==> config.mk <==
export PLATFORM = sky130hd
export DESIGN_NAME = rfid_irq_device_flat
export DESIGN_NICKNAME = d
export VERILOG_FILES = /design/src/hdl/rfid_irq_pkg.sv /design/src/hdl/rfid_link_if.sv /design/src/hdl/rfid_irq_device.sv /design/src/flat_wrapper.sv
export VERILOG_INCLUDE_DIRS = /design/src /design/src/hdl
export SDC_FILE = /design/constraint.sdc
export NUM_CORES = 1
export LEC_CHECK = 0
export CORE_UTILIZATION = 45
export DETAILED_ROUTE_END_ITERATION = 7
export DONT_BUFFER_PORTS = 1
export HOLD_SLACK_MARGIN = 0.15
export PLACE_DENSITY = 0.72
export SYNTH_ARGS = -nofsm -noshare
export SYNTH_HDL_FRONTEND = slang
export SYNTH_SLANG_ARGS = --single-unit
export TNS_END_PERCENT = 30
==> constraint.sdc <==
create_clock -name clock -period 1.44 [get_ports clock]
set_clock_uncertainty 0.15 [all_clocks]
set_input_delay 0 -clock clock [delete_from_list [all_inputs] [get_ports clock]]
set_output_delay 0 -clock clock [all_outputs]
set_load 0.01 [all_outputs]
==> src/hdl/rfid_irq_consts.svh <==
// Offsets, field positions, reset values and levels of the RFID
// interrupt and status register group and of its host bridge.
// Assumes inclusion by bare name from both ends.
`ifndef RFID_IRQ_CONSTS_SVH
`define RFID_IRQ_CONSTS_SVH

`define RFID_ADDR_MASK 6'h07
`define RFID_ADDR_FLAGS 6'h08
`define RFID_ADDR_FIFO 6'h09
`define RFID_ADDR_COLL 6'h0a
`define RFID_ADDR_TXLO 6'h0b
`define RFID_ADDR_TXHI 6'h0c

`define RFID_REG_RESET 8'h00
`define RFID_TXLO_WMASK 8'hfb
`define RFID_FLAG_OSC 7
`define RFID_FLAG_FIELD 6
`define RFID_FLAG_WL 5
`define RFID_FLAG_RXE 4
`define RFID_FLAG_TXE 3
`define RFID_FLAG_CODE 2
`define RFID_FLAG_CRC 1
`define RFID_FLAG_COL 0
`define RFID_TXLO_FOUR 1
`define RFID_TXLO_ANTCL 0

`define RFID_RX_LEVEL_0 6'd28
`define RFID_RX_LEVEL_1 6'd24
`define RFID_TX_LEVEL_0 6'd4
`define RFID_TX_LEVEL_1 6'd8

`define HOST_OFS_CMD 32'h0000_0000
`define HOST_OFS_STATUS 32'h0000_0004
`define HOST_CMD_ADDR_LSB 0
`define HOST_CMD_WE_BIT 8
`define HOST_CMD_DATA_LSB 16
`define HOST_ST_BUSY_BIT 0
`define HOST_ST_IRQ_BIT 1
`define HOST_ST_DATA_LSB 8
`define AXI_RESP_OKAY 2'b00
`define AXI_RESP_SLVERR 2'b10

`endif

==> src/hdl/rfid_irq_pkg.sv <==
// Types shared by the register group and its host bridge.
// Assumes nothing of its surroundings.
package rfid_irq_pkg;
    typedef enum logic [0:0] {
        HOST_IDLE = 1'b0,
        HOST_ACCESS = 1'b1
    } host_state_t;
endpackage

==> src/hdl/rfid_link_if.sv <==
// Register access link between the host bridge and the register group.
// Assumes both ends run on one common clock.
`timescale 1ns/1ns
interface rfid_link_if;
    logic req;
    logic we;
    logic [5:0] addr;
    logic [7:0] wdata;
    logic ack;
    logic [7:0] rdata;
    logic irq_out;

    modport dev (
        input req,
        input we,
        input addr,
        input wdata,
        output ack,
        output rdata,
        output irq_out
    );

    modport host (
        output req,
        output we,
        output addr,
        output wdata,
        input ack,
        input rdata,
        input irq_out
    );
endinterface

==> src/hdl/rfid_irq_device.sv <==
// Interrupt flags, mask, FIFO status, collision position and transmit
// length registers of the reader framing engine.
// Assumes event inputs are one-cycle pulses synchronous to clock.
`timescale 1ns/1ns
`include "rfid_irq_consts.svh"

module rfid_irq_device
    import rfid_irq_pkg::*;
(
    input wire logic clock,
    input wire logic reset,
    input wire logic ce,
    rfid_link_if.dev link,
    input wire logic set_default,
    input wire logic clear_cmd,
    input wire logic osc_enable,
    input wire logic osc_stable,
    input wire logic target_mode,
    input wire logic field_detect,
    input wire logic ca_field_abort,
    input wire logic iso_a_mode,
    input wire logic rx_start,
    input wire logic rx_end,
    input wire logic tx_busy,
    input wire logic tx_end,
    input wire logic parity_err,
    input wire logic framing_err,
    input wire logic crc_err,
    input wire logic collision,
    input wire logic [3:0] collision_byte_count,
    input wire logic [2:0] collision_bit_pos,
    input wire logic [5:0] fifo_count,
    input wire logic fifo_overflow,
    input wire logic rx_level_sel,
    input wire logic tx_level_sel,
    output logic [9:0] tx_byte_count,
    output logic [2:0] split_byte_bits,
    output logic four_bit_reply,
    output logic anticollision_frame
);
    logic [7:0] flags_reg;
    logic [7:0] mask_reg;
    logic [7:0] fifo_state_reg;
    logic [7:0] coll_reg;
    logic [7:0] txlo_reg;
    logic [7:0] txhi_reg;
    logic rx_act_reg;
    logic osc_prev_reg;
    logic field_prev_reg;
    logic rx_wl_prev_reg;
    logic tx_wl_prev_reg;
    logic ack_reg;
    logic [7:0] rdata_reg;

    // Register selects, shared by the write decode and the read mux
    wire sel_mask = (link.addr == `RFID_ADDR_MASK);
    wire sel_flags = (link.addr == `RFID_ADDR_FLAGS);
    wire sel_fifo = (link.addr == `RFID_ADDR_FIFO);
    wire sel_coll = (link.addr == `RFID_ADDR_COLL);
    wire sel_txlo = (link.addr == `RFID_ADDR_TXLO);
    wire sel_txhi = (link.addr == `RFID_ADDR_TXHI);

    // A held request is taken once; the ack cycle blocks a second take
    wire take = link.req && !ack_reg;
    wire wr_take = take && link.we;
    wire rd_take = take && !link.we;
    wire rd_flags = rd_take && sel_flags;
    wire wr_mask = wr_take && sel_mask;
    wire wr_txlo = wr_take && sel_txlo;
    wire wr_txhi = wr_take && sel_txhi;
    wire wipe = set_default || clear_cmd;

    wire osc_set = osc_enable && osc_stable && !osc_prev_reg;
    wire field_rise = field_detect && !field_prev_reg;
    wire field_set = (target_mode && !osc_enable && field_rise) ||
        ca_field_abort;

    wire [5:0] rx_level = rx_level_sel ? `RFID_RX_LEVEL_1 :
        `RFID_RX_LEVEL_0;
    wire [5:0] tx_level = tx_level_sel ? `RFID_TX_LEVEL_1 :
        `RFID_TX_LEVEL_0;
    wire rx_wl = rx_act_reg && (fifo_count >= rx_level);
    wire tx_wl = tx_busy && (fifo_count <= tx_level);
    // Edge of the level condition, so a slow drain raises one event only
    wire wl_set = (rx_wl && !rx_wl_prev_reg) ||
        (tx_wl && !tx_wl_prev_reg);
    wire code_set = parity_err || framing_err;
    wire col_set = collision && iso_a_mode;

    wire [7:0] flag_set = {osc_set, field_set, wl_set, rx_end, tx_end,
        code_set, crc_err, col_set};
    wire [7:0] read_clear = rd_flags ? 8'hff : 8'h00;
    // A new event in the read cycle survives the clear
    wire [7:0] flags_next = set_default ? `RFID_REG_RESET :
        ((flags_reg & ~read_clear) | flag_set);

    wire rx_act_next = clear_cmd || set_default ? 1'b0 :
        ((rx_act_reg || rx_start) && !rx_end);
    // Status is live and rebuilt every cycle; a wipe blanks one cycle
    wire [7:0] fifo_next = wipe ? `RFID_REG_RESET :
        {fifo_count, fifo_overflow, rx_act_next};

    // Position is kept until the next collision or a wipe
    wire [7:0] coll_next = wipe ? `RFID_REG_RESET :
        col_set ? {collision_byte_count, collision_bit_pos, 1'b0} :
        coll_reg;

    // Reply and frame controls drop once sent; a write that cycle wins
    wire [7:0] tx_done_clear = tx_end ?
        ((8'h01 << `RFID_TXLO_FOUR) | (8'h01 << `RFID_TXLO_ANTCL)) :
        8'h00;
    wire [7:0] txlo_next = set_default ? `RFID_REG_RESET :
        wr_txlo ? (link.wdata & `RFID_TXLO_WMASK) :
        (txlo_reg & ~tx_done_clear);
    wire [7:0] txhi_next = set_default ? `RFID_REG_RESET :
        wr_txhi ? link.wdata : txhi_reg;
    wire [7:0] mask_next = set_default ? `RFID_REG_RESET :
        wr_mask ? link.wdata : mask_reg;

    // Unmapped offsets read as zero
    wire [7:0] read_mux =
        sel_mask ? mask_reg :
        sel_flags ? flags_reg :
        sel_fifo ? fifo_state_reg :
        sel_coll ? coll_reg :
        sel_txlo ? txlo_reg :
        sel_txhi ? txhi_reg : 8'h00;

    always_ff @(posedge clock) begin
        if (reset) begin
            flags_reg <= `RFID_REG_RESET;
            mask_reg <= `RFID_REG_RESET;
            fifo_state_reg <= `RFID_REG_RESET;
            coll_reg <= `RFID_REG_RESET;
            txlo_reg <= `RFID_REG_RESET;
            txhi_reg <= `RFID_REG_RESET;
            rx_act_reg <= 1'b0;
        end else if (ce) begin
            flags_reg <= flags_next;
            mask_reg <= mask_next;
            fifo_state_reg <= fifo_next;
            coll_reg <= coll_next;
            txlo_reg <= txlo_next;
            txhi_reg <= txhi_next;
            rx_act_reg <= rx_act_next;
        end
    end

    // Idle levels are low, so no false edge follows reset
    always_ff @(posedge clock) begin
        if (reset) begin
            osc_prev_reg <= 1'b0;
            field_prev_reg <= 1'b0;
            rx_wl_prev_reg <= 1'b0;
            tx_wl_prev_reg <= 1'b0;
        end else if (ce) begin
            osc_prev_reg <= osc_stable;
            field_prev_reg <= field_detect;
            rx_wl_prev_reg <= rx_wl;
            tx_wl_prev_reg <= tx_wl;
        end
    end

    // One-cycle ack; read data holds until the next read
    always_ff @(posedge clock) begin
        if (reset) begin
            ack_reg <= 1'b0;
            rdata_reg <= 8'h00;
        end else if (ce) begin
            ack_reg <= take;
            if (rd_take) begin
                rdata_reg <= read_mux;
            end
        end
    end

    assign link.ack = ack_reg;
    assign link.rdata = rdata_reg;
    // Level output: stays high until the host reads or masks the flags, or set_default clears them
    assign link.irq_out = |(flags_reg & ~mask_reg);
    assign tx_byte_count = {txhi_reg, txlo_reg[7:6]};
    assign split_byte_bits = txlo_reg[5:3];
    assign four_bit_reply = txlo_reg[`RFID_TXLO_FOUR];
    assign anticollision_frame = txlo_reg[`RFID_TXLO_ANTCL];
endmodule

==> src/flat_wrapper.sv <==
// flat-port wrapper written by rule: the top's interface ports become plain ports
module rfid_irq_device_flat import rfid_irq_pkg::*;
  (clock, reset, ce, set_default, clear_cmd, osc_enable, osc_stable, target_mode, field_detect, ca_field_abort, iso_a_mode, rx_start, rx_end, tx_busy, tx_end, parity_err, framing_err, crc_err, collision, collision_byte_count, collision_bit_pos, fifo_count, fifo_overflow, rx_level_sel, tx_level_sel, tx_byte_count, split_byte_bits, four_bit_reply, anticollision_frame, link_req, link_we, link_addr, link_wdata, link_ack, link_rdata, link_irq_out);
  rfid_link_if link_i ();
  input wire logic clock;
  input wire logic reset;
  input wire logic ce;
  input wire logic set_default;
  input wire logic clear_cmd;
  input wire logic osc_enable;
  input wire logic osc_stable;
  input wire logic target_mode;
  input wire logic field_detect;
  input wire logic ca_field_abort;
  input wire logic iso_a_mode;
  input wire logic rx_start;
  input wire logic rx_end;
  input wire logic tx_busy;
  input wire logic tx_end;
  input wire logic parity_err;
  input wire logic framing_err;
  input wire logic crc_err;
  input wire logic collision;
  input wire logic [3:0] collision_byte_count;
  input wire logic [2:0] collision_bit_pos;
  input wire logic [5:0] fifo_count;
  input wire logic fifo_overflow;
  input wire logic rx_level_sel;
  input wire logic tx_level_sel;
  output logic [9:0] tx_byte_count;
  output logic [2:0] split_byte_bits;
  output logic four_bit_reply;
  output logic anticollision_frame;
  input wire logic [$bits(link_i.req)-1:0] link_req;
  input wire logic [$bits(link_i.we)-1:0] link_we;
  input wire logic [$bits(link_i.addr)-1:0] link_addr;
  input wire logic [$bits(link_i.wdata)-1:0] link_wdata;
  output wire logic [$bits(link_i.ack)-1:0] link_ack;
  output wire logic [$bits(link_i.rdata)-1:0] link_rdata;
  output wire logic [$bits(link_i.irq_out)-1:0] link_irq_out;
  assign link_i.req = link_req;
  assign link_i.we = link_we;
  assign link_i.addr = link_addr;
  assign link_i.wdata = link_wdata;
  assign link_ack = link_i.ack;
  assign link_rdata = link_i.rdata;
  assign link_irq_out = link_i.irq_out;
  rfid_irq_device u_core (.clock(clock), .reset(reset), .ce(ce), .link(link_i), .set_default(set_default), .clear_cmd(clear_cmd), .osc_enable(osc_enable), .osc_stable(osc_stable), .target_mode(target_mode), .field_detect(field_detect), .ca_field_abort(ca_field_abort), .iso_a_mode(iso_a_mode), .rx_start(rx_start), .rx_end(rx_end), .tx_busy(tx_busy), .tx_end(tx_end), .parity_err(parity_err), .framing_err(framing_err), .crc_err(crc_err), .collision(collision), .collision_byte_count(collision_byte_count), .collision_bit_pos(collision_bit_pos), .fifo_count(fifo_count), .fifo_overflow(fifo_overflow), .rx_level_sel(rx_level_sel), .tx_level_sel(tx_level_sel), .tx_byte_count(tx_byte_count), .split_byte_bits(split_byte_bits), .four_bit_reply(four_bit_reply), .anticollision_frame(anticollision_frame));
endmodule
==> run summary, run 1 <==
The run finished, with violations left. The final reports fail on hold timing, setup timing. The synthesized-area fraction occupied by ao, oa, aoi and oai cells came out at 29.2%.

The cell area after synthesis came out at 0.00280 sq mm. Using the TritonRoute via totals, the vias-per-cell ratio works out to 6.13. The vertical die dimension is 80.9 um. The die covers 0.00655 sq mm.

The deepest clock path buffer count came out at 2. Dividing the synthesized area by the synthesized cell count gives 9.16 sq um. The max-capacitance violation count is 0. The final worst hold slack is -0.340 ns. The count of pins over their slew limit is 0. The xor-xnor portion of the synthesized cell area came out at 0%.

The sequential share of power came out at 49.7%. The average routed wire per standard cell came out at 19.6 um. For this design the total switching power over the nets is 0.000850 W. For this run, the leading register cell type out of synthesis is sky130_fd_sc_hd__dfxtp_1. The largest individual stage delay along the critical path comes from the cell sky130_fd_sc_hd__o31a_1. The flip-flop and latch count after synthesis is 59. The first global-routing pass estimated 12700 um of wire. The final-report hold violation count is 36. The number of nets in the synthesized netlist is 360. The number of H-tree branching levels came out at 3. The commonest non-fill, non-tap cell in the layout is sky130_fd_sc_hd__dfxtp_1. The minimum clock period after layout came out at 1.55 ns. The share of synthesized flip-flops with an asynchronous set or reset came out at 0%. The total overflow left after global routing is 0. The peak per-stage delay on the critical path came out at 0.39 ns. The switching power share of the total is 24.9%. Combinational logic is responsible for 10.3% of the overall power.

The final cell utilization of the core came out at 60.6%. STA classifies the critical path startpoint as a register. The adder-cell share of the synthesized area came out at 1.34%. The number of nets in the finished design is 410.

The register area share after synthesis is 42.1%. Setup violations remaining at the end of the flow were counted as 33. The post-route total power is 0.00341 W. The final worst setup slack came out at -0.109 ns.

The total leakage power is 1.36 nW. The number of buffers added on ports came out at 0. The layout overhead on the synthesized area is 28.7%. The synthesized instance count is 306. After synthesis, the largest family of logic cells by area is compound AO/OA/AOI/OAI gates. The simple-gate portion of the synthesized area is 20.1%. The maximum clock rate is 646 MHz. The worst path uses 108% of the clock period. The number of antenna diodes in the final layout is 0. STA classifies the critical path endpoint as a register. Yosys mapped a number of flops with a built-in enable equal to 0. After filler insertion, the fill cell instance count of the layout stands at 515. The distinct cell type count of the synthesized netlist came out at 55. For this run, the number of Yosys warnings is 0. At the end of routability-driven placement, the weighted congestion stood at 0.972.

The share of total power dissipated in the clock network is 39.9%. The required time at the endpoint of the critical path is 1.53 ns. The relative max-transition margin came out at 75.0%. Internal power comes to 0.00256 W. The via count of the first global-routing pass is 2483. The top cell types in the final layout, fill and taps aside, are sky130_fd_sc_hd__dfxtp_1, sky130_fd_sc_hd__dlygate4sd3_1, sky130_fd_sc_hd__a22o_1. The number of buffers added by the clock tree synthesis step is 9. The number of antenna violations at the first check in global routing was 0. The floorplan die width came out at 80.9 um.

The clock-pin slew on the worst setup and hold paths is 0.07 ns. TritonCTS built the clock tree. By area the synthesized netlist is led by sky130_fd_sc_hd__dfxtp_1, sky130_fd_sc_hd__a22o_1, sky130_fd_sc_hd__a21oi_1. The cell at the root of the clock tree is sky130_fd_sc_hd__clkbuf_8. The transition at the pin with the smallest max-transition slack is 0.375 ns.

The core footprint is 0.00596 sq mm. Row generation in the floorplan step produced 28 rows. Entering global routing, the biggest net connects 42 pins. The routed layout has 2674 vias.

Walking the worst path, the cells encountered are nand4b_1, o31a_1, a22oi_1, nor2_1. Setup repair after global routing could not meet its margin everywhere. For this block, the routed nets add up to 8530 um of wire. The portion of synthesized cell area occupied by the leading cell type is 42.1%. The startpoint-to-endpoint class of the critical path is register to register. The first-pass detailed-route iteration total came out at 5.

The number of design-rule violations left by the first detailed-router iteration came out at 329. Once detailed placement completed, the half-perimeter wirelength came to 5770 um. The biggest area contributor in the post-synthesis netlist is sky130_fd_sc_hd__dfxtp_1.

In this run the worst path has a maximum fanout of 5. The total negative setup slack is -1.82 ns. The residual DRC count came out at 0. The tightest min-delay check is of the input port to register type.

The clock drives 59 sinks. 76 I/O pins were placed. The effective utilization at floorplan is 47.1%. The clock latency on the worst-skew pair came out at 0.35 ns. The power density over the cells is 945 mW/mm^2.

Across every metal layer, demand over resource in global routing totals 26.5%. The share of post-route cells with drive strength above 1 came out at 20.8%. The count of buffers added by post-CTS timing repair for setup is 0.

The count of nets left with antenna violations once routing finished came out at 0. Across the VDD grid, the largest voltage drop is 620 uV. The arrival time of the worst setup path is 1.64 ns.

Of the post-synthesis cell area, the part taken by muxes is 2.32%.
==> per-layer routing <==
layer	share of wire, %	global-route usage (%)	vias to the layer above	routed length, um
met2	47	42.8	150	3990
met5	0	0	-	0
met4	1.8	9.64	0	156
li1	-	-	1256	-
met1	42	33.5	1254	3540
met3	9.9	7.75	14	844
==> timing repair <==
| action | in CTS | in global routing |
|---|---|---|
| hold buffers | 32 | 4 |
| resized for setup | 7 | 12 |
| endpoints found under the hold margin | 59 | 56 |
| pin swaps | 1 | 4 |
| endpoints found under the setup margin | 23 | 39 |
==> metrics by stage <==
step	std cells	cell area [sq um]	setup slack (ns)
2_1_floorplan	306	2820	-0.0497
4_1_cts	432	3510	-0.0870
3_5_place_dp	384	2990	-0.237
3_3_place_gp	384	2990	-0.185
6_report	436	3610	-0.109
5_1_grt	436	3610	-0.200
==> logic make-up (layout without fill, tap and decap cells) <==
logic type,count (synthesis),count (layout)
buffers and inverters,33,88
and+or+nand+nor,95,95
muxes,6,6
DFF,59,59
AOI/OAI and AO/OA,110,110
adders and majority gates,3,3
==> worst max-delay path: cells and delay by family (launching register included) <==
| kind | cells | cell delay, ns |
|---|---|---|
| simple gates | 2 | 0.34 |
| compound gates | 2 | 0.60 |
| flops | 1 | 0.36 |
==> final timing paths <==
path	to	slack, ns	cells after the start	from
worst max-delay path	u_core.txlo_reg[6]	-0.11	4	u_core.link.ack
worst min-delay path	u_core.fifo_state_reg[3]	-0.34	2	ce
worst min register to register	u_core.mask_reg[3]	0.34	1	u_core.mask_reg[3]
worst max register to register	u_core.txlo_reg[6]	-0.11	4	u_core.link.ack
==> cell usage after synthesis, types with 2 or more instances <==
| cell type | count |
|---|---|
| sky130_fd_sc_hd__dfxtp_1 | 59 |
| sky130_fd_sc_hd__buf_2 | 6 |
| sky130_fd_sc_hd__a22oi_1 | 11 |
| sky130_fd_sc_hd__mux2_2 | 4 |
| sky130_fd_sc_hd__a22o_1 | 24 |
| sky130_fd_sc_hd__nor3_1 | 2 |
| sky130_fd_sc_hd__a21oi_1 | 21 |
| sky130_fd_sc_hd__o22ai_1 | 4 |
| sky130_fd_sc_hd__and3_1 | 3 |
| sky130_fd_sc_hd__a21bo_2 | 2 |
| sky130_fd_sc_hd__nand4_1 | 7 |
| sky130_fd_sc_hd__nor3b_1 | 3 |
| sky130_fd_sc_hd__nor2b_1 | 9 |
| sky130_fd_sc_hd__inv_1 | 12 |
| sky130_fd_sc_hd__o2bb2ai_1 | 2 |
| sky130_fd_sc_hd__mux2i_1 | 2 |
| sky130_fd_sc_hd__buf_1 | 3 |
| sky130_fd_sc_hd__a31oi_1 | 9 |
| sky130_fd_sc_hd__a2bb2oi_1 | 3 |
| sky130_fd_sc_hd__a211oi_1 | 4 |
| sky130_fd_sc_hd__nand4b_1 | 2 |
| sky130_fd_sc_hd__clkbuf_1 | 11 |
| sky130_fd_sc_hd__nand2_1 | 16 |
| sky130_fd_sc_hd__o21bai_1 | 4 |
| sky130_fd_sc_hd__a311o_1 | 3 |
| sky130_fd_sc_hd__ha_1 | 3 |
| sky130_fd_sc_hd__or2_2 | 3 |
| sky130_fd_sc_hd__a221oi_1 | 5 |
| sky130_fd_sc_hd__nand3_1 | 7 |
| sky130_fd_sc_hd__nor2_1 | 22 |
| sky130_fd_sc_hd__nand3b_1 | 4 |
| sky130_fd_sc_hd__o31a_1 | 2 |
| sky130_fd_sc_hd__o21ai_0 | 7 |
| sky130_fd_sc_hd__nand2b_1 | 5 |
| sky130_fd_sc_hd__and2_1 | 2 |
==> power groups by stage <==
stage / clock network (W) / registers, W / logic [W]
after floorplan: 0 / 0.00172 / 0.000215
after global placement: 0 / 0.00173 / 0.000233
after detailed placement: 0 / 0.00173 / 0.000237
after CTS: 0.00138 / 0.00169 / 0.000308
after global routing: 0.00145 / 0.00170 / 0.000378
final: 0.00136 / 0.00170 / 0.000352
==> layout make-up <==
| type | instances | area (sq um) | area share [%] |
|---|---|---|---|
| Multi-Input combinational cell | 214 | 1550 | 43.0 |
| Sequential cell | 59 | 1190 | 33.0 |
| Clock buffer | 14 | 163 | 4.51 |
| Tap cell | 75 | 93.8 | 2.60 |
| Timing Repair Buffer | 60 | 554 | 15.4 |
| Clock inverter | 2 | 10.0 | 0.277 |
| Inverter | 12 | 45.0 | 1.25 |
Note: power is estimated with default switching activity, not from simulation.
==> run 2: changes to the inputs <==
--- a/config.mk
+++ b/config.mk
@@ -6,6 +6,7 @@
 export SDC_FILE = /design/constraint.sdc
 export NUM_CORES = 1
 export LEC_CHECK = 0
+export ABC_AREA = 1
 export CORE_UTILIZATION = 45
 export DETAILED_ROUTE_END_ITERATION = 7
 export DONT_BUFFER_PORTS = 1
==> run 2 against run 1 <==
Against the previous run: the run still ends with hold timing, setup timing left; first-iteration DRC count down 22%; critical path depth fell by 1; global-route usage is 1.1 points higher; via count grew 27%; utilization rose by 5.0 points; wire length increased by 14%; sequential power rose by 4%; synthesized area grew 5.9%; sequential share of layout area fell by 4.6 points; critical path type is now register to output port; critical endpoint is now link_irq_out; largest cell class unchanged.
==> run summary, run 2 <==
Measured on the finished design, the core utilization comes to 65.6%. The overall die area is 0.00692 sq mm. STA classifies the critical path startpoint as a register. The vertical die dimension came out at 83.2 um. For this run, the number of Yosys warnings is 0. The peak supply drop came out at 588 uV. Sorting the synthesized cells by how often they occur yields sky130_fd_sc_hd__nand2_1, sky130_fd_sc_hd__nor2_1, sky130_fd_sc_hd__dfxtp_1, sky130_fd_sc_hd__inv_1, sky130_fd_sc_hd__a21oi_1.

The transition at the pin with the smallest max-transition slack is 0.357 ns. The count of pins over their slew limit is 0. The pin count of the biggest net entering global routing came out at 34. The number of nets in the finished design is 591. The global route total overflow came out at 0. Among all stages on the critical path, the largest delay is contributed by sky130_fd_sc_hd__dfxtp_1. The part of the power in combinational logic came out at 14.0%. The core footprint came out at 0.00635 sq mm.

The maximum clock rate came out at 659 MHz. Detailed placement finished with a half-perimeter wire length of 6150 um. The distinct cell type count of the synthesized netlist is 30. The flip-flop and latch count after synthesis is 59. Traced cell by cell, the critical path runs through o22ai_1, a221oi_1, o211ai_1.

In this run the tightest slew margin relative to its limit is 76.1%. The internal power is 0.00303 W. The final reports fail on hold timing, setup timing.

Leaving out fill and tap cells, the most frequent cell in the layout is sky130_fd_sc_hd__nand2_1. Summed over all nets, the switching power comes to 0.00103 W. The share of synthesized area in the top cell type comes to 39.8%. On the worst path, the slowest cell contributes a delay of 0.38 ns.

The total number of clock tree sinks came out at 59. The worst setup path is captured at an output port. The sequential share of power came out at 43.7%. The critical path starts at u_core.mask_reg[0]. The largest fanout of any net on the critical path is 3. The number of nets handed over by synthesis was 509. The effective utilization at floorplan is 46.7%. The number of cells after detailed placement is 531. The first global-routing pass estimated 15100 um of wire. The detail route stage leaves a number of antenna-violating nets equal to 0. The final-report hold violation count is 36. The number of H-tree branching levels came out at 3. Summing every instance area after synthesis gives 0.00297 sq mm. The share of post-route cells with drive strength above 1 is 13.1%.

Setup repair after global routing could not meet its margin everywhere. The share of synthesized flip-flops with an asynchronous set or reset is 0%. The deepest clock path buffer count came out at 2. The number of buffers added by the clock tree synthesis step is 9.

From synthesis to final layout, the design area changed by 40.4%. The path category of the worst min-delay check is input port to register. Across all layers, the routed design uses 3386 vias. The global routing usage summed across all routing layers came out at 27.7%. Counting cells, the worst reg-to-reg path comes to 8. In this run the clock root is driven by a sky130_fd_sc_hd__clkbuf_8. The clock network fraction of design power came out at 42.3%. The switching power share of the total came out at 25.3%. The number of standard-cell rows in the floorplan came out at 29. The detailed-route vias per instance came out at 5.47. The non-filler instance count after layout is 619.

The final worst hold slack is -0.405 ns. The final worst-path cycle share is 105%. In this run the critical register-to-register path is captured at u_core.mask_reg[6]. The final setup violation count came out at 5. Once routing completed, OpenROAD measured the worst setup slack at -0.0780 ns. The critical path in this run is classified as register to output port.

The most critical setup path has its endpoint at link_irq_out. The average routed wire per standard cell is 15.7 um. STA puts the critical path data arrival time at 1.37 ns. The floorplan die width is 83.2 um. TritonCTS built the clock tree.

For this run, the leading register cell type out of synthesis is sky130_fd_sc_hd__dfxtp_1. The tool flagged a number of max-cap violations equal to 0. For flop-to-flop paths, the worst setup slack is -0.02 ns.

The total leakage power is 1.86 nW. Hold repair after CTS inserted 68 buffers. The count of inserted antenna diode cells came out at 0.

By area the synthesized netlist is led by sky130_fd_sc_hd__dfxtp_1, sky130_fd_sc_hd__nand2_1, sky130_fd_sc_hd__nor2_1. The most common cell in the synthesized netlist is sky130_fd_sc_hd__nand2_1. The register area share after synthesis is 39.8%. The power density over the cells is 973 mW/mm^2. In the layout the commonest cells are sky130_fd_sc_hd__nand2_1, sky130_fd_sc_hd__nor2_1, sky130_fd_sc_hd__dlygate4sd3_1.

The number of antenna violations at the first check in global routing came out at 0. In this run the critical register-to-register path is launched from u_core.link.ack. The minimum clock period after layout is 1.52 ns. The clock latency on the worst-skew pair came out at 0.34 ns. The library cell with the largest summed area after synthesis is sky130_fd_sc_hd__dfxtp_1.

After detailed routing, the number of remaining DRC violations is 0. The synthesized design contains 0 enable-type register cells. The final weighted congestion in routability-driven placement came out at 0.939. 76 I/O pins were placed. The synthesized instance count came out at 455. The run finished, with violations left. The first TritonRoute pass finished after 5 iterations. The via count of the first global-routing pass is 3124. During placement, the flow inserted port buffers numbering 0. The required time at the endpoint of the critical path is 1.29 ns. After the first detailed-routing iteration, the DRC count stood at 258.

After clock tree synthesis, the clock-pin slew on the worst setup and hold paths is 0.07 ns. The final wirelength is 9740 um. The mean instance size in the synthesized netlist is 6.52 sq um.
run 2: cell types whose count changed in the layout (fill, tap and decap cells not counted), sizes merged, moves of 11 or more:
cell	before	now
a21oi	22	43
dlygate4sd3	35	63
a22o	24	0
a22oi	11	0
nor2	22	75
nand3	7	23
inv	12	60
o21ai	7	35
nand2	17	111
run 2: logic make-up after synthesis:
logic type,after synthesis,synth area share [%]
flip-flops,59,39.8
AO/OA/AOI/OAI,88,16.0
adder cells (fa/ha/maj),3,1.26
AND/OR/NAND/NOR,228,32.9
buffers and inverters,77,10.1
run 2: worst max-delay path: cells and delay by family, from the launching register on:
family / cells / cell delay (ns)
flops: 1 / 0.38
compound gates: 3 / 0.65
run 2: final cells by class:
| cell class | count | area [sq um] |
|---|---|---|
| clock buffers | 11 | 151 |
| well taps | 77 | 96.3 |
| fillers | 554 | 2180 |
| inverters | 62 | 243 |
| repair buffers | 86 | 838 |
| clock inverters | 5 | 75.1 |
| flip-flops and latches | 59 | 1180 |
| multi-input cells | 319 | 1580 |
run 2: metrics by stage:
step | total power (W) | area (sq um) | TNS (ns) | setup slack, ns
floorplan | 0.00206 | 2970 | 0 | 0.127
global placement | 0.00213 | 3100 | 0 | 0.0117
detailed placement | 0.00214 | 3100 | -0.0815 | -0.0217
CTS | 0.00401 | 4030 | 0 | 0.00163
global route | 0.00423 | 4170 | -1.26 | -0.121
finish | 0.00406 | 4170 | -0.141 | -0.0780
run 2: how the worst min path moves through the flow:
stage | startpoint | endpoint | cells after the start
2_1_floorplan | field_detect | u_core.field_prev_reg | 2
3_3_place_gp | reset | u_core.flags_reg[3] | 1
3_5_place_dp | reset | u_core.flags_reg[0] | 1
4_1_cts | ce | u_core.link.ack | 1
5_1_grt | ce | u_core.link.ack | 1
6_report | ce | u_core.link.ack | 1
run 2: what timing repair did:
action	in CTS	in global routing
hold endpoints to repair	59	41
setup buffers	0	5
pin swaps	0	5
endpoints found under the setup margin	7	42
resized for setup	2	34
run 2: layer usage:
layer  part of all wire, %  track usage (%)  vias up
met4                   2.8             9.09        0
met3                   8.7             9.94       30
li1                      -                -     1633
met1                    41             34.9     1571
met2                    48             44.0      152
met5                     0                0        -
run 2: power groups by stage:
stage          clock [W]  sequential [W]  combinational (W)
6_report         0.00172         0.00177           0.000567
3_5_place_dp           0         0.00180           0.000333
2_1_floorplan          0         0.00179           0.000277
4_1_cts          0.00174         0.00177           0.000509
5_1_grt          0.00182         0.00178           0.000623
3_3_place_gp           0         0.00180           0.000324
